**config.mk**
```make
export PLATFORM = sky130hd
export DESIGN_NAME = sac_top
export DESIGN_NICKNAME = d
export VERILOG_FILES = /design/src/hw/sac_pkg.sv /design/src/hw/sac_sar.sv /design/src/hw/sac_sync.sv /design/src/hw/sac_top.sv
export SDC_FILE = /design/constraint.sdc
export NUM_CORES = 1
export LEC_CHECK = 0
export ABC_AREA = 1
export BUFFER_PORTS_ARGS = -buffer_cell sky130_fd_sc_hd__clkbuf_2
export CORE_MARGIN = 4
export CORE_UTILIZATION = 50
export DETAILED_ROUTE_END_ITERATION = 10
export HOLD_SLACK_MARGIN = 0.1
export PLACE_DENSITY_LB_ADDON = 0.2
export SYNTH_ARGS = -nofsm -noshare
export SYNTH_HDL_FRONTEND = slang
export SYNTH_HIERARCHICAL = 1
export SYNTH_SLANG_ARGS = --single-unit
```
**constraint.sdc**
```tcl
create_clock -name CORE_CLK -period 1.9 [get_ports CORE_CLK]
set_input_delay 0.095 -clock CORE_CLK [delete_from_list [all_inputs] [get_ports CORE_CLK]]
set_output_delay 0.095 -clock CORE_CLK [all_outputs]
set_load 0.01 [all_outputs]
```
**src/hw/sac_pkg.sv**
```systemverilog
// Shared constants and types of the converter control block
package sac_pkg;

  // ****************************************************************
  // Register offsets (byte addresses on the bus)
  // ****************************************************************
  localparam int          ADDR_W    = 5;
  localparam logic [4:0]  OFF_CTRL  = 5'h00;
  localparam logic [4:0]  OFF_CHAN  = 5'h04;
  localparam logic [4:0]  OFF_STAT  = 5'h08;
  localparam logic [4:0]  OFF_RESL  = 5'h0C;
  localparam logic [4:0]  OFF_RESH  = 5'h10;
  localparam logic [4:0]  OFF_WINHI = 5'h14;
  localparam logic [4:0]  OFF_WINLO = 5'h18;

  // ****************************************************************
  // Field positions
  // ****************************************************************
  localparam int CTRL_EN    = 0;
  localparam int CTRL_START = 1;
  localparam int CTRL_TRIG  = 2;
  localparam int CTRL_LJUST = 4;
  localparam int CTRL_CIE   = 5;
  localparam int CTRL_WIE   = 6;
  localparam int CTRL_WOUT  = 7;
  localparam int CTRL_REF   = 8;
  localparam int CTRL_W     = 9;
  localparam int CHAN_SEL   = 0;
  localparam int CHAN_DIFF  = 4;
  localparam int CHAN_GAIN  = 8;
  localparam int STAT_DONE  = 0;
  localparam int STAT_WIN   = 1;
  localparam int STAT_BUSY  = 2;

  // ****************************************************************
  // Values after reset and legal ranges
  // ****************************************************************
  localparam logic [8:0]  CTRL_RST  = 9'h000;
  localparam logic [3:0]  CHSEL_RST = 4'h0;
  localparam logic [3:0]  DIFF_RST  = 4'h0;
  localparam logic [2:0]  GAIN_RST  = 3'h1;
  localparam logic [15:0] WINHI_RST = 16'hFFFF;
  localparam logic [15:0] WINLO_RST = 16'h0000;
  localparam logic [3:0]  CHAN_TEMP = 4'h8;
  localparam logic [2:0]  GAIN_MAX  = 3'h5;

  typedef enum logic [1:0] {
    TRIG_SW  = 2'b00,
    TRIG_T2  = 2'b01,
    TRIG_T3  = 2'b10,
    TRIG_EXT = 2'b11
  } sac_trig_t;

  // Gain codes: 0.5, 1, 2, 4, 8, 16
  typedef enum logic [2:0] {
    GAIN_HALF = 3'h0,
    GAIN_X1   = 3'h1,
    GAIN_X2   = 3'h2,
    GAIN_X4   = 3'h3,
    GAIN_X8   = 3'h4,
    GAIN_X16  = 3'h5
  } sac_gain_t;

  typedef enum logic [1:0] {
    S_IDLE  = 2'b00,
    S_TRACK = 2'b01,
    S_BIT   = 2'b10,
    S_DONE  = 2'b11
  } sac_state_t;

  // ****************************************************************
  // Timing
  // ****************************************************************
  localparam int CLK_KHZ   = 25000;
  localparam int TRACK_NS  = 1000;
  localparam int SETTLE_NS = 160;
  localparam int SYNC_LAT  = 2;

  function automatic int cyc_ceil(input int ns);
    int c;
    c = (ns * CLK_KHZ + 999999) / 1000000;
    return (c < 1) ? 1 : c;
  endfunction

  localparam int TRACK_CYC  = cyc_ceil(TRACK_NS);
  localparam int SETTLE_CYC = cyc_ceil(SETTLE_NS);

endpackage

```
**src/hw/sac_sar.sv**
```systemverilog
// Successive-approximation sequencer: track, then one trial per bit
module sac_sar
  import sac_pkg::*;
#(
  parameter int RES_W = 12
)(
  input  wire logic             CORE_CLK, // Core clock
  input  wire logic             RST_N,    // Async reset, active low
  input  wire logic             start,    // Begin a conversion
  input  wire logic             abort,    // Shutdown: drop to idle
  input  wire logic             comp,     // Synchronised comparator, 1 = input above trial
  output logic                  busy,     // Conversion in progress
  output logic                  track,    // Sample switch closed
  output logic [RES_W-1:0]      trial,    // Trial code for the capacitor DAC
  output logic                  done,     // One-cycle pulse, result valid
  output logic [RES_W-1:0]      result   // Final code
);
  localparam int WAIT_CYC = SETTLE_CYC + SYNC_LAT;

  if (RES_W != 10 && RES_W != 12) begin
    $error("RES_W must be 10 or 12");
  end

  sac_state_t       st_q, st_d;
  logic [7:0]       cnt_q, cnt_d;
  logic [3:0]       bit_q, bit_d;
  logic [RES_W-1:0] trial_q, trial_d;

  always_comb begin
    st_d    = st_q;
    cnt_d   = cnt_q;
    bit_d   = bit_q;
    trial_d = trial_q;
    case (st_q)
      S_IDLE: begin
        if (start) begin
          st_d    = S_TRACK;
          cnt_d   = 8'(TRACK_CYC - 1);
          trial_d = '0;
        end
      end
      S_TRACK: begin
        if (cnt_q == 8'h00) begin
          st_d           = S_BIT;
          bit_d          = 4'(RES_W - 1);
          cnt_d          = 8'(WAIT_CYC - 1);
          trial_d        = '0;
          trial_d[RES_W-1] = 1'b1;
        end else begin
          cnt_d = cnt_q - 8'h01;
        end
      end
      S_BIT: begin
        if (cnt_q == 8'h00) begin
          // Keep the bit only while the input stays above the trial
          if (!comp) trial_d[bit_q] = 1'b0;
          if (bit_q == 4'h0) begin
            st_d = S_DONE;
          end else begin
            trial_d[bit_q - 4'h1] = 1'b1;
            bit_d = bit_q - 4'h1;
            cnt_d = 8'(WAIT_CYC - 1);
          end
        end else begin
          cnt_d = cnt_q - 8'h01;
        end
      end
      S_DONE: st_d = S_IDLE;
      default: st_d = S_IDLE;
    endcase
    if (abort) st_d = S_IDLE;
  end

  always_ff @(posedge CORE_CLK or negedge RST_N) begin
    if (!RST_N) begin
      st_q    <= S_IDLE;
      cnt_q   <= 8'h00;
      bit_q   <= 4'h0;
      trial_q <= '0;
    end else begin
      st_q    <= st_d;
      cnt_q   <= cnt_d;
      bit_q   <= bit_d;
      trial_q <= trial_d;
    end
  end

  assign busy   = (st_q != S_IDLE);
  assign track  = (st_q == S_TRACK);
  assign trial  = trial_q;
  assign done   = (st_q == S_DONE);
  assign result = trial_q;
endmodule

```
**src/hw/sac_sync.sv**
```systemverilog
// Two-stage synchroniser with rising-edge pulse
module sac_sync
  import sac_pkg::*;
(
  input  wire logic CORE_CLK, // Core clock
  input  wire logic RST_N,    // Async reset, active low
  input  wire logic pin,      // Level from outside the domain
  output logic      level,    // Synchronised level
  output logic      rise      // One-cycle pulse on rising edge
);
  logic meta_q, meta_d;
  logic sync_q, sync_d;
  logic last_q, last_d;

  always_comb begin
    meta_d = pin;
    sync_d = meta_q;
    last_d = sync_q;
  end

  always_ff @(posedge CORE_CLK or negedge RST_N) begin
    if (!RST_N) begin
      meta_q <= 1'b0;
      sync_q <= 1'b0;
      last_q <= 1'b0;
    end else begin
      meta_q <= meta_d;
      sync_q <= sync_d;
      last_q <= last_d;
    end
  end

  assign level = sync_q;
  assign rise  = sync_q & ~last_q;
endmodule

```
**src/hw/sac_top.sv**
```systemverilog
// Control of the primary successive-approximation converter, APB slave
// ****************************************************************
// Overview of operation
// Start on software write, timer 2 overflow, timer 3 overflow or external edge.
// Completion sets a status flag; interrupt raised when completion interrupt enabled.
// Each finished result is latched into two byte-wide readable registers.
// Software chooses right or left alignment of the result in the pair.
// Window compare requests an interrupt for results inside or, optionally, outside.
// With only window interrupt enabled, background conversions interrupt on window hits only.
// Nine channels: temperature sensor plus eight external, pairs selectable differential.
// Amplifier gain selectable as 0.5, 1, 2, 4, 8 or 16.
// Software shutdown stops all conversion activity.
// Reference chosen between on-chip DAC output and external reference pin.
// Completion and window flags hold until software clears them.
// ****************************************************************
//
// The implementer's own choices: the register addresses and the APB interface to the registers.
module sac_top
  import sac_pkg::*;
#(
  parameter int RES_W = 12
)(
  input  wire logic              CORE_CLK,    // 25 MHz core clock
  input  wire logic              RST_N,       // Async reset, active low
  input  wire logic              PSEL,        // APB select
  input  wire logic              PENABLE,     // APB access phase
  input  wire logic              PWRITE,      // APB direction
  input  wire logic [ADDR_W-1:0] PADDR,       // APB byte address
  input  wire logic [31:0]       PWDATA,      // APB write data
  output logic      [31:0]       PRDATA,      // APB read data
  output logic                   PREADY,      // APB ready
  output logic                   PSLVERR,     // APB error, unmapped address
  input  wire logic              TMR2_OVF,    // Timer 2 overflow pulse
  input  wire logic              TMR3_OVF,    // Timer 3 overflow pulse
  input  wire logic              EXT_SOC,     // External start pin
  input  wire logic              COMP_IN,     // Analog comparator output
  output logic      [3:0]        AN_CHAN,     // Channel select, 8 = temperature
  output logic      [3:0]        AN_DIFF,     // Differential pair enables
  output logic      [2:0]        AN_GAIN,     // Amplifier gain code
  output logic                   AN_REF_EXT,  // 1 = external reference pin
  output logic                   AN_SHUTDOWN, // Analog section powered down
  output logic                   AN_TRACK,    // Sample switch closed
  output logic      [RES_W-1:0]  AN_TRIAL,    // Trial code
  output logic                   CONV_IRQ,    // Completion interrupt request
  output logic                   WIN_IRQ      // Window interrupt request
);

  if (RES_W != 10 && RES_W != 12) begin
    $error("RES_W must be 10 or 12");
  end

  // ****************************************************************
  // Justification
  // ****************************************************************
  function automatic logic [15:0] justify(input logic [RES_W-1:0] r, input logic left);
    logic [15:0] v;
    v = 16'(r);
    if (left) v = v << (16 - RES_W);
    return v;
  endfunction

  // ****************************************************************
  // Signals
  // ****************************************************************
  logic [CTRL_W-1:0] ctrl_q,  ctrl_d;
  logic [3:0]        chsel_q, chsel_d;
  logic [3:0]        diff_q,  diff_d;
  logic [2:0]        gain_q,  gain_d;
  logic [15:0]       winhi_q, winhi_d;
  logic [15:0]       winlo_q, winlo_d;
  logic [15:0]       res_q,   res_d;
  logic              done_q,  done_d;
  logic              win_q,   win_d;
  logic              swst_q,  swst_d;
  logic [31:0]       rdata_q, rdata_d;
  logic              err_q,   err_d;

  logic              wr, setup, mapped, fire, en;
  logic              ext_rise, comp_lvl;
  logic              sar_busy, sar_done;
  logic [RES_W-1:0]  sar_res;
  logic [15:0]       jres;
  logic              in_win, hit;
  sac_trig_t         trig;

  assign en    = ctrl_q[CTRL_EN];
  assign trig  = sac_trig_t'(ctrl_q[CTRL_TRIG +: 2]);
  assign wr    = PSEL & PENABLE & PWRITE;
  assign setup = PSEL & ~PENABLE;

  // ****************************************************************
  // Pin synchronisers and the sequencer
  // ****************************************************************
  sac_sync u_ext (
    .CORE_CLK (CORE_CLK),
    .RST_N    (RST_N),
    .pin      (EXT_SOC),
    .level    (),
    .rise     (ext_rise)
  );

  sac_sync u_cmp (
    .CORE_CLK (CORE_CLK),
    .RST_N    (RST_N),
    .pin      (COMP_IN),
    .level    (comp_lvl),
    .rise     ()
  );

  sac_sar #(.RES_W(RES_W)) u_sar (
    .CORE_CLK (CORE_CLK),
    .RST_N    (RST_N),
    .start    (fire),
    .abort    (~en),
    .comp     (comp_lvl),
    .busy     (sar_busy),
    .track    (AN_TRACK),
    .trial    (AN_TRIAL),
    .done     (sar_done),
    .result   (sar_res)
  );

  // ****************************************************************
  // Trigger selection
  // ****************************************************************
  // Triggers arriving while busy or shut down are dropped, not queued
  always_comb begin
    case (trig)
      TRIG_SW:  fire = swst_q;
      TRIG_T2:  fire = TMR2_OVF;
      TRIG_T3:  fire = TMR3_OVF;
      TRIG_EXT: fire = ext_rise;
      default:  fire = 1'b0;
    endcase
    fire = fire & en & ~sar_busy;
  end

  // ****************************************************************
  // Window comparator
  // ****************************************************************
  assign jres   = justify(sar_res, ctrl_q[CTRL_LJUST]);
  assign in_win = (jres >= winlo_q) && (jres <= winhi_q);
  assign hit    = ctrl_q[CTRL_WOUT] ? ~in_win : in_win;

  // ****************************************************************
  // Register file
  // ****************************************************************
  always_comb begin
    ctrl_d  = ctrl_q;
    chsel_d = chsel_q;
    diff_d  = diff_q;
    gain_d  = gain_q;
    winhi_d = winhi_q;
    winlo_d = winlo_q;
    res_d   = res_q;
    done_d  = done_q;
    win_d   = win_q;
    swst_d  = 1'b0;
    if (wr) begin
      case (PADDR)
        OFF_CTRL: begin
          ctrl_d             = PWDATA[CTRL_W-1:0];
          ctrl_d[CTRL_START] = 1'b0;
          swst_d             = PWDATA[CTRL_START];
        end
        OFF_CHAN: begin
          // Out-of-range codes are ignored so the mux never sees them
          if (PWDATA[CHAN_SEL +: 4] <= CHAN_TEMP) chsel_d = PWDATA[CHAN_SEL +: 4];
          diff_d = PWDATA[CHAN_DIFF +: 4];
          if (PWDATA[CHAN_GAIN +: 3] <= GAIN_MAX) gain_d = PWDATA[CHAN_GAIN +: 3];
        end
        OFF_STAT: begin
          if (PWDATA[STAT_DONE]) done_d = 1'b0;
          if (PWDATA[STAT_WIN])  win_d  = 1'b0;
        end
        OFF_WINHI: winhi_d = PWDATA[15:0];
        OFF_WINLO: winlo_d = PWDATA[15:0];
        default: ;
      endcase
    end
    // Hardware set wins over a clear in the same cycle
    if (sar_done) begin
      done_d = 1'b1;
      res_d  = jres;
      if (hit) win_d = 1'b1;
    end
  end

  // Read data is captured in the setup cycle and shown in the access cycle
  always_comb begin
    mapped  = 1'b1;
    rdata_d = 32'h0000_0000;
    case (PADDR)
      OFF_CTRL:  rdata_d = 32'(ctrl_q);
      OFF_CHAN:  rdata_d = 32'({gain_q, diff_q, chsel_q});
      OFF_STAT:  rdata_d = 32'({sar_busy, win_q, done_q});
      OFF_RESL:  rdata_d = 32'(res_q[7:0]);
      OFF_RESH:  rdata_d = 32'(res_q[15:8]);
      OFF_WINHI: rdata_d = 32'(winhi_q);
      OFF_WINLO: rdata_d = 32'(winlo_q);
      default:   mapped  = 1'b0;
    endcase
    if (!setup) rdata_d = rdata_q;
    err_d = setup ? ~mapped : err_q;
  end

  always_ff @(posedge CORE_CLK or negedge RST_N) begin
    if (!RST_N) begin
      ctrl_q  <= CTRL_RST;
      chsel_q <= CHSEL_RST;
      diff_q  <= DIFF_RST;
      gain_q  <= GAIN_RST;
      winhi_q <= WINHI_RST;
      winlo_q <= WINLO_RST;
      res_q   <= 16'h0000;
      done_q  <= 1'b0;
      win_q   <= 1'b0;
      swst_q  <= 1'b0;
      rdata_q <= 32'h0000_0000;
      err_q   <= 1'b0;
    end else begin
      ctrl_q  <= ctrl_d;
      chsel_q <= chsel_d;
      diff_q  <= diff_d;
      gain_q  <= gain_d;
      winhi_q <= winhi_d;
      winlo_q <= winlo_d;
      res_q   <= res_d;
      done_q  <= done_d;
      win_q   <= win_d;
      swst_q  <= swst_d;
      rdata_q <= rdata_d;
      err_q   <= err_d;
    end
  end

  // ****************************************************************
  // Outputs
  // ****************************************************************
  assign PREADY      = 1'b1;
  assign PRDATA      = rdata_q;
  assign PSLVERR     = err_q & PSEL & PENABLE;
  assign AN_CHAN     = chsel_q;
  assign AN_DIFF     = diff_q;
  assign AN_GAIN     = gain_q;
  assign AN_REF_EXT  = ctrl_q[CTRL_REF];
  assign AN_SHUTDOWN = ~en;
  // Each request is gated by its own enable only, so background runs stay quiet
  assign CONV_IRQ    = done_q & ctrl_q[CTRL_CIE];
  assign WIN_IRQ     = win_q & ctrl_q[CTRL_WIE];
endmodule

```
==> flow_metrics.env <==
export IMPL_antenna_found_initial=0
export IMPL_pin_count=108
export IMPL_crit_chain="clkinv_4 -> o21ai_4 -> ha_1 -> a21oi_1 -> o21ai_0 -> a21oi_1 -> nand2_2 -> nand2_1 -> nand2_1 -> nand3_1 -> nand2_1"
export IMPL_grt_pass1_vias=5939
export IMPL_cp_max_fo=8
export IMPL_vias_per_cell=5.14
export IMPL_power_leakage_nw=4.42
export IMPL_vias=6148
export IMPL_clockRootBuffer="clkbuf_16"
export IMPL_rsz0062_at_grt="yes"
export IMPL_utilization=0.662
export IMPL_arrival_ns=2.31
export IMPL_die_w_microns=125
export IMPL_start_util=0.513
export IMPL_drv_slew=0
export IMPL_final_nets=1093
export IMPL_htree_levels=4
export IMPL_io_buffers=74
export IMPL_whs_path_depth=5
export IMPL_setup_viol=4
export IMPL_layout_drive_gt1_share=0.270
export IMPL_avgRoutedWirePerCell_microns=15.1
export IMPL_rows=42
export IMPL_ys_warn_count=6
export IMPL_drt_wl_total_microns=18100
export IMPL_finalHoldViolCount=0
export IMPL_worstHoldStart="PADDR[3]"
export IMPL_cpPeakStageDelay_ns=0.48
export IMPL_violations="setup timing"
export IMPL_die_y_microns=125
export IMPL_r2r_start="ctrl_q[4]$_DFFE_PN0P_"
export IMPL_syn_area_per_cell_sq_um=7.76
export IMPL_drcViolationCount=0
export IMPL_r2r_slack_ns=-0.12
export IMPL_clk_path_buf_depth=2
export IMPL_dp_cells=1135
export IMPL_dp_hpwl_microns=12800
export IMPL_area_growth_pct=29.1
export IMPL_status="finished with violations"
export IMPL_stdcell_count=1197
export IMPL_design_area_sq_um=8800
export IMPL_drv_cap=0
export IMPL_cp_num_buf_inv=1
export IMPL_reg2reg_to="win_q$_DFF_PN0_"
export IMPL_criticalPathCategory="reg -> reg"
export IMPL_fill_cells=1155
export IMPL_numCtsBuffers=17
export IMPL_synth_cells=878
export IMPL_ff_latch_area_sq_um=2980
export IMPL_crit_path_end_kind="flop"
export IMPL_cpMaxStageDelayCell="dfrtp_2"
export IMPL_cpMostUsedCell="nand2_1"
export IMPL_gp_congestion=0.889
export IMPL_layout_min_cycle_time_ns=2.02
export IMPL_tightest_slew_ns=0.626
export IMPL_fmax_ghz=0.495
export IMPL_r2r_cells=11
export IMPL_hold_path_class="in -> reg"
export IMPL_grt_pass1_wl_microns=29300
export IMPL_multi_input_area_sq_um=3460
export IMPL_die_area_sq_um=15600
export IMPL_final_setup_skew_ns=0.0108
export IMPL_insertion_delay_ns=0.42
export IMPL_cp_start_kind="flop"
export IMPL_relSlewSlack=0.581
export IMPL_cts_sinks=118
export IMPL_diodes=0
export IMPL_synth_area_sq_um=6810
export IMPL_tritoncts="built"
export IMPL_ir_drop_uv=900
export IMPL_drt_initial_drc_count=443
export IMPL_placed_area_sq_um=7510
export IMPL_hold_end="err_q$_DFFE_PN0P_"
export IMPL_cp_required_ns=2.20
export IMPL_grt_max_degree=43
export IMPL_fin_ws_ns=-0.118
export IMPL_globalRouteTotalUtil=0.232
export IMPL_overflow=0
export IMPL_post_place_ws_ns=-0.171
export IMPL_setup_tns_final_ns=-0.132
export IMPL_first_pass_iters=5
export IMPL_clkTransAtPathRegs_ns=0.06
export IMPL_ant_nets=0
export IMPL_fin_crit_sh=1.06
export IMPL_coreArea_sq_um=13300
export IMPL_p_per_area_nw_per_um2=770
export IMPL_critical_path_top_delay_family="compound AO/OA/AOI/OAI gates"
==> layout by cell type (no fill, tap or decap), types with 21 or more instances in the layout <==
cell             n
o21ai_1         34
nor2_1          26
nand2_1        247
inv_1          115
o21ai_0         62
a21oi_1         23
ha_1            34
nand2_2         31
buf_4           36
dlygate4sd3_1   21
clkbuf_2        73
dfrtp_1        100
==> where the power goes <==
| group | internal [W] | switching, W |
|---|---|---|
| Clock | 0.00195 | 0.00115 |
| Sequential | 0.00267 | 0.000109 |
| Combinational | 0.000350 | 0.000541 |
==> timing repair <==
item	in CTS	in global routing
pin swaps	3	29
cloned	0	2
hold endpoints to repair	94	0
gates resized for setup	14	85
hold buffers	21	0
buffers inserted	0	9
setup endpoints to repair	21	23
==> layout make-up <==
cell class	instances	share of cell area
Tap cell	176	0.0250
Clock inverter	12	0.0148
Sequential cell	118	0.338
Clock buffer	20	0.0508
Timing Repair Buffer	143	0.121
Multi-Input combinational cell	600	0.393
Inverter	127	0.0562
Timing Repair inverter	1	0.000711
==> worst register-to-register path: cells and delay by family, from the launching register on <==
kind	cells	cell delay [ns]
AO/OA/AOI/OAI	4	0.68
adder cells (fa/ha/maj)	1	0.29
AND/OR/NAND/NOR	5	0.32
flip-flops	1	0.48
buffers and inverters	1	0.14
==> worst max path at each step <==
stage | slack [ns] | cells after the start | endpoint | start
2_1_floorplan | 0.01 | 10 | u_sar/result[2]$_DFFE_PN0P_ | u_sar/st_q[0]$_DFFE_PN0P_
3_3_place_gp | -0.12 | 12 | win_q$_DFF_PN0_ | ctrl_q[4]$_DFFE_PN0P_
3_5_place_dp | -0.17 | 12 | win_q$_DFF_PN0_ | ctrl_q[4]$_DFFE_PN0P_
4_1_cts | -0.05 | 16 | win_q$_DFF_PN0_ | ctrl_q[4]$_DFFE_PN0P_
5_1_grt | -0.25 | 11 | win_q$_DFF_PN0_ | ctrl_q[4]$_DFFE_PN0P_
6_report | -0.12 | 11 | win_q$_DFF_PN0_ | ctrl_q[4]$_DFFE_PN0P_
==> metal layers <==
metal / GRT usage / wire length [microns]
met1: 0.316 / 7920
met2: 0.361 / 8570
met3: 0.0609 / 1240
met4: 0.0716 / 369
met5: 0 / 0
==> through the flow <==
step,hold WS [ns],total power [W]
after floorplan,-0.201,0.00331
after global placement,0.130,0.00356
after detailed placement,0.134,0.00357
after CTS,0.120,0.00671
after global routing,0.130,0.00708
final,0.131,0.00677
==> flip-flops by register name, summed over array words and instances (netlist names), 2 cells and up <==
name and flops:
PRDATA 16, res_q 16, winhi_q 16, winlo_q 16, u_sar/result 12, ctrl_q 8, u_sar/cnt_q 8, AN_CHAN 4
AN_DIFF 4, u_sar/bit_q 4, AN_GAIN 3, u_sar/st_q 2
(Power assumes the default switching activity.)
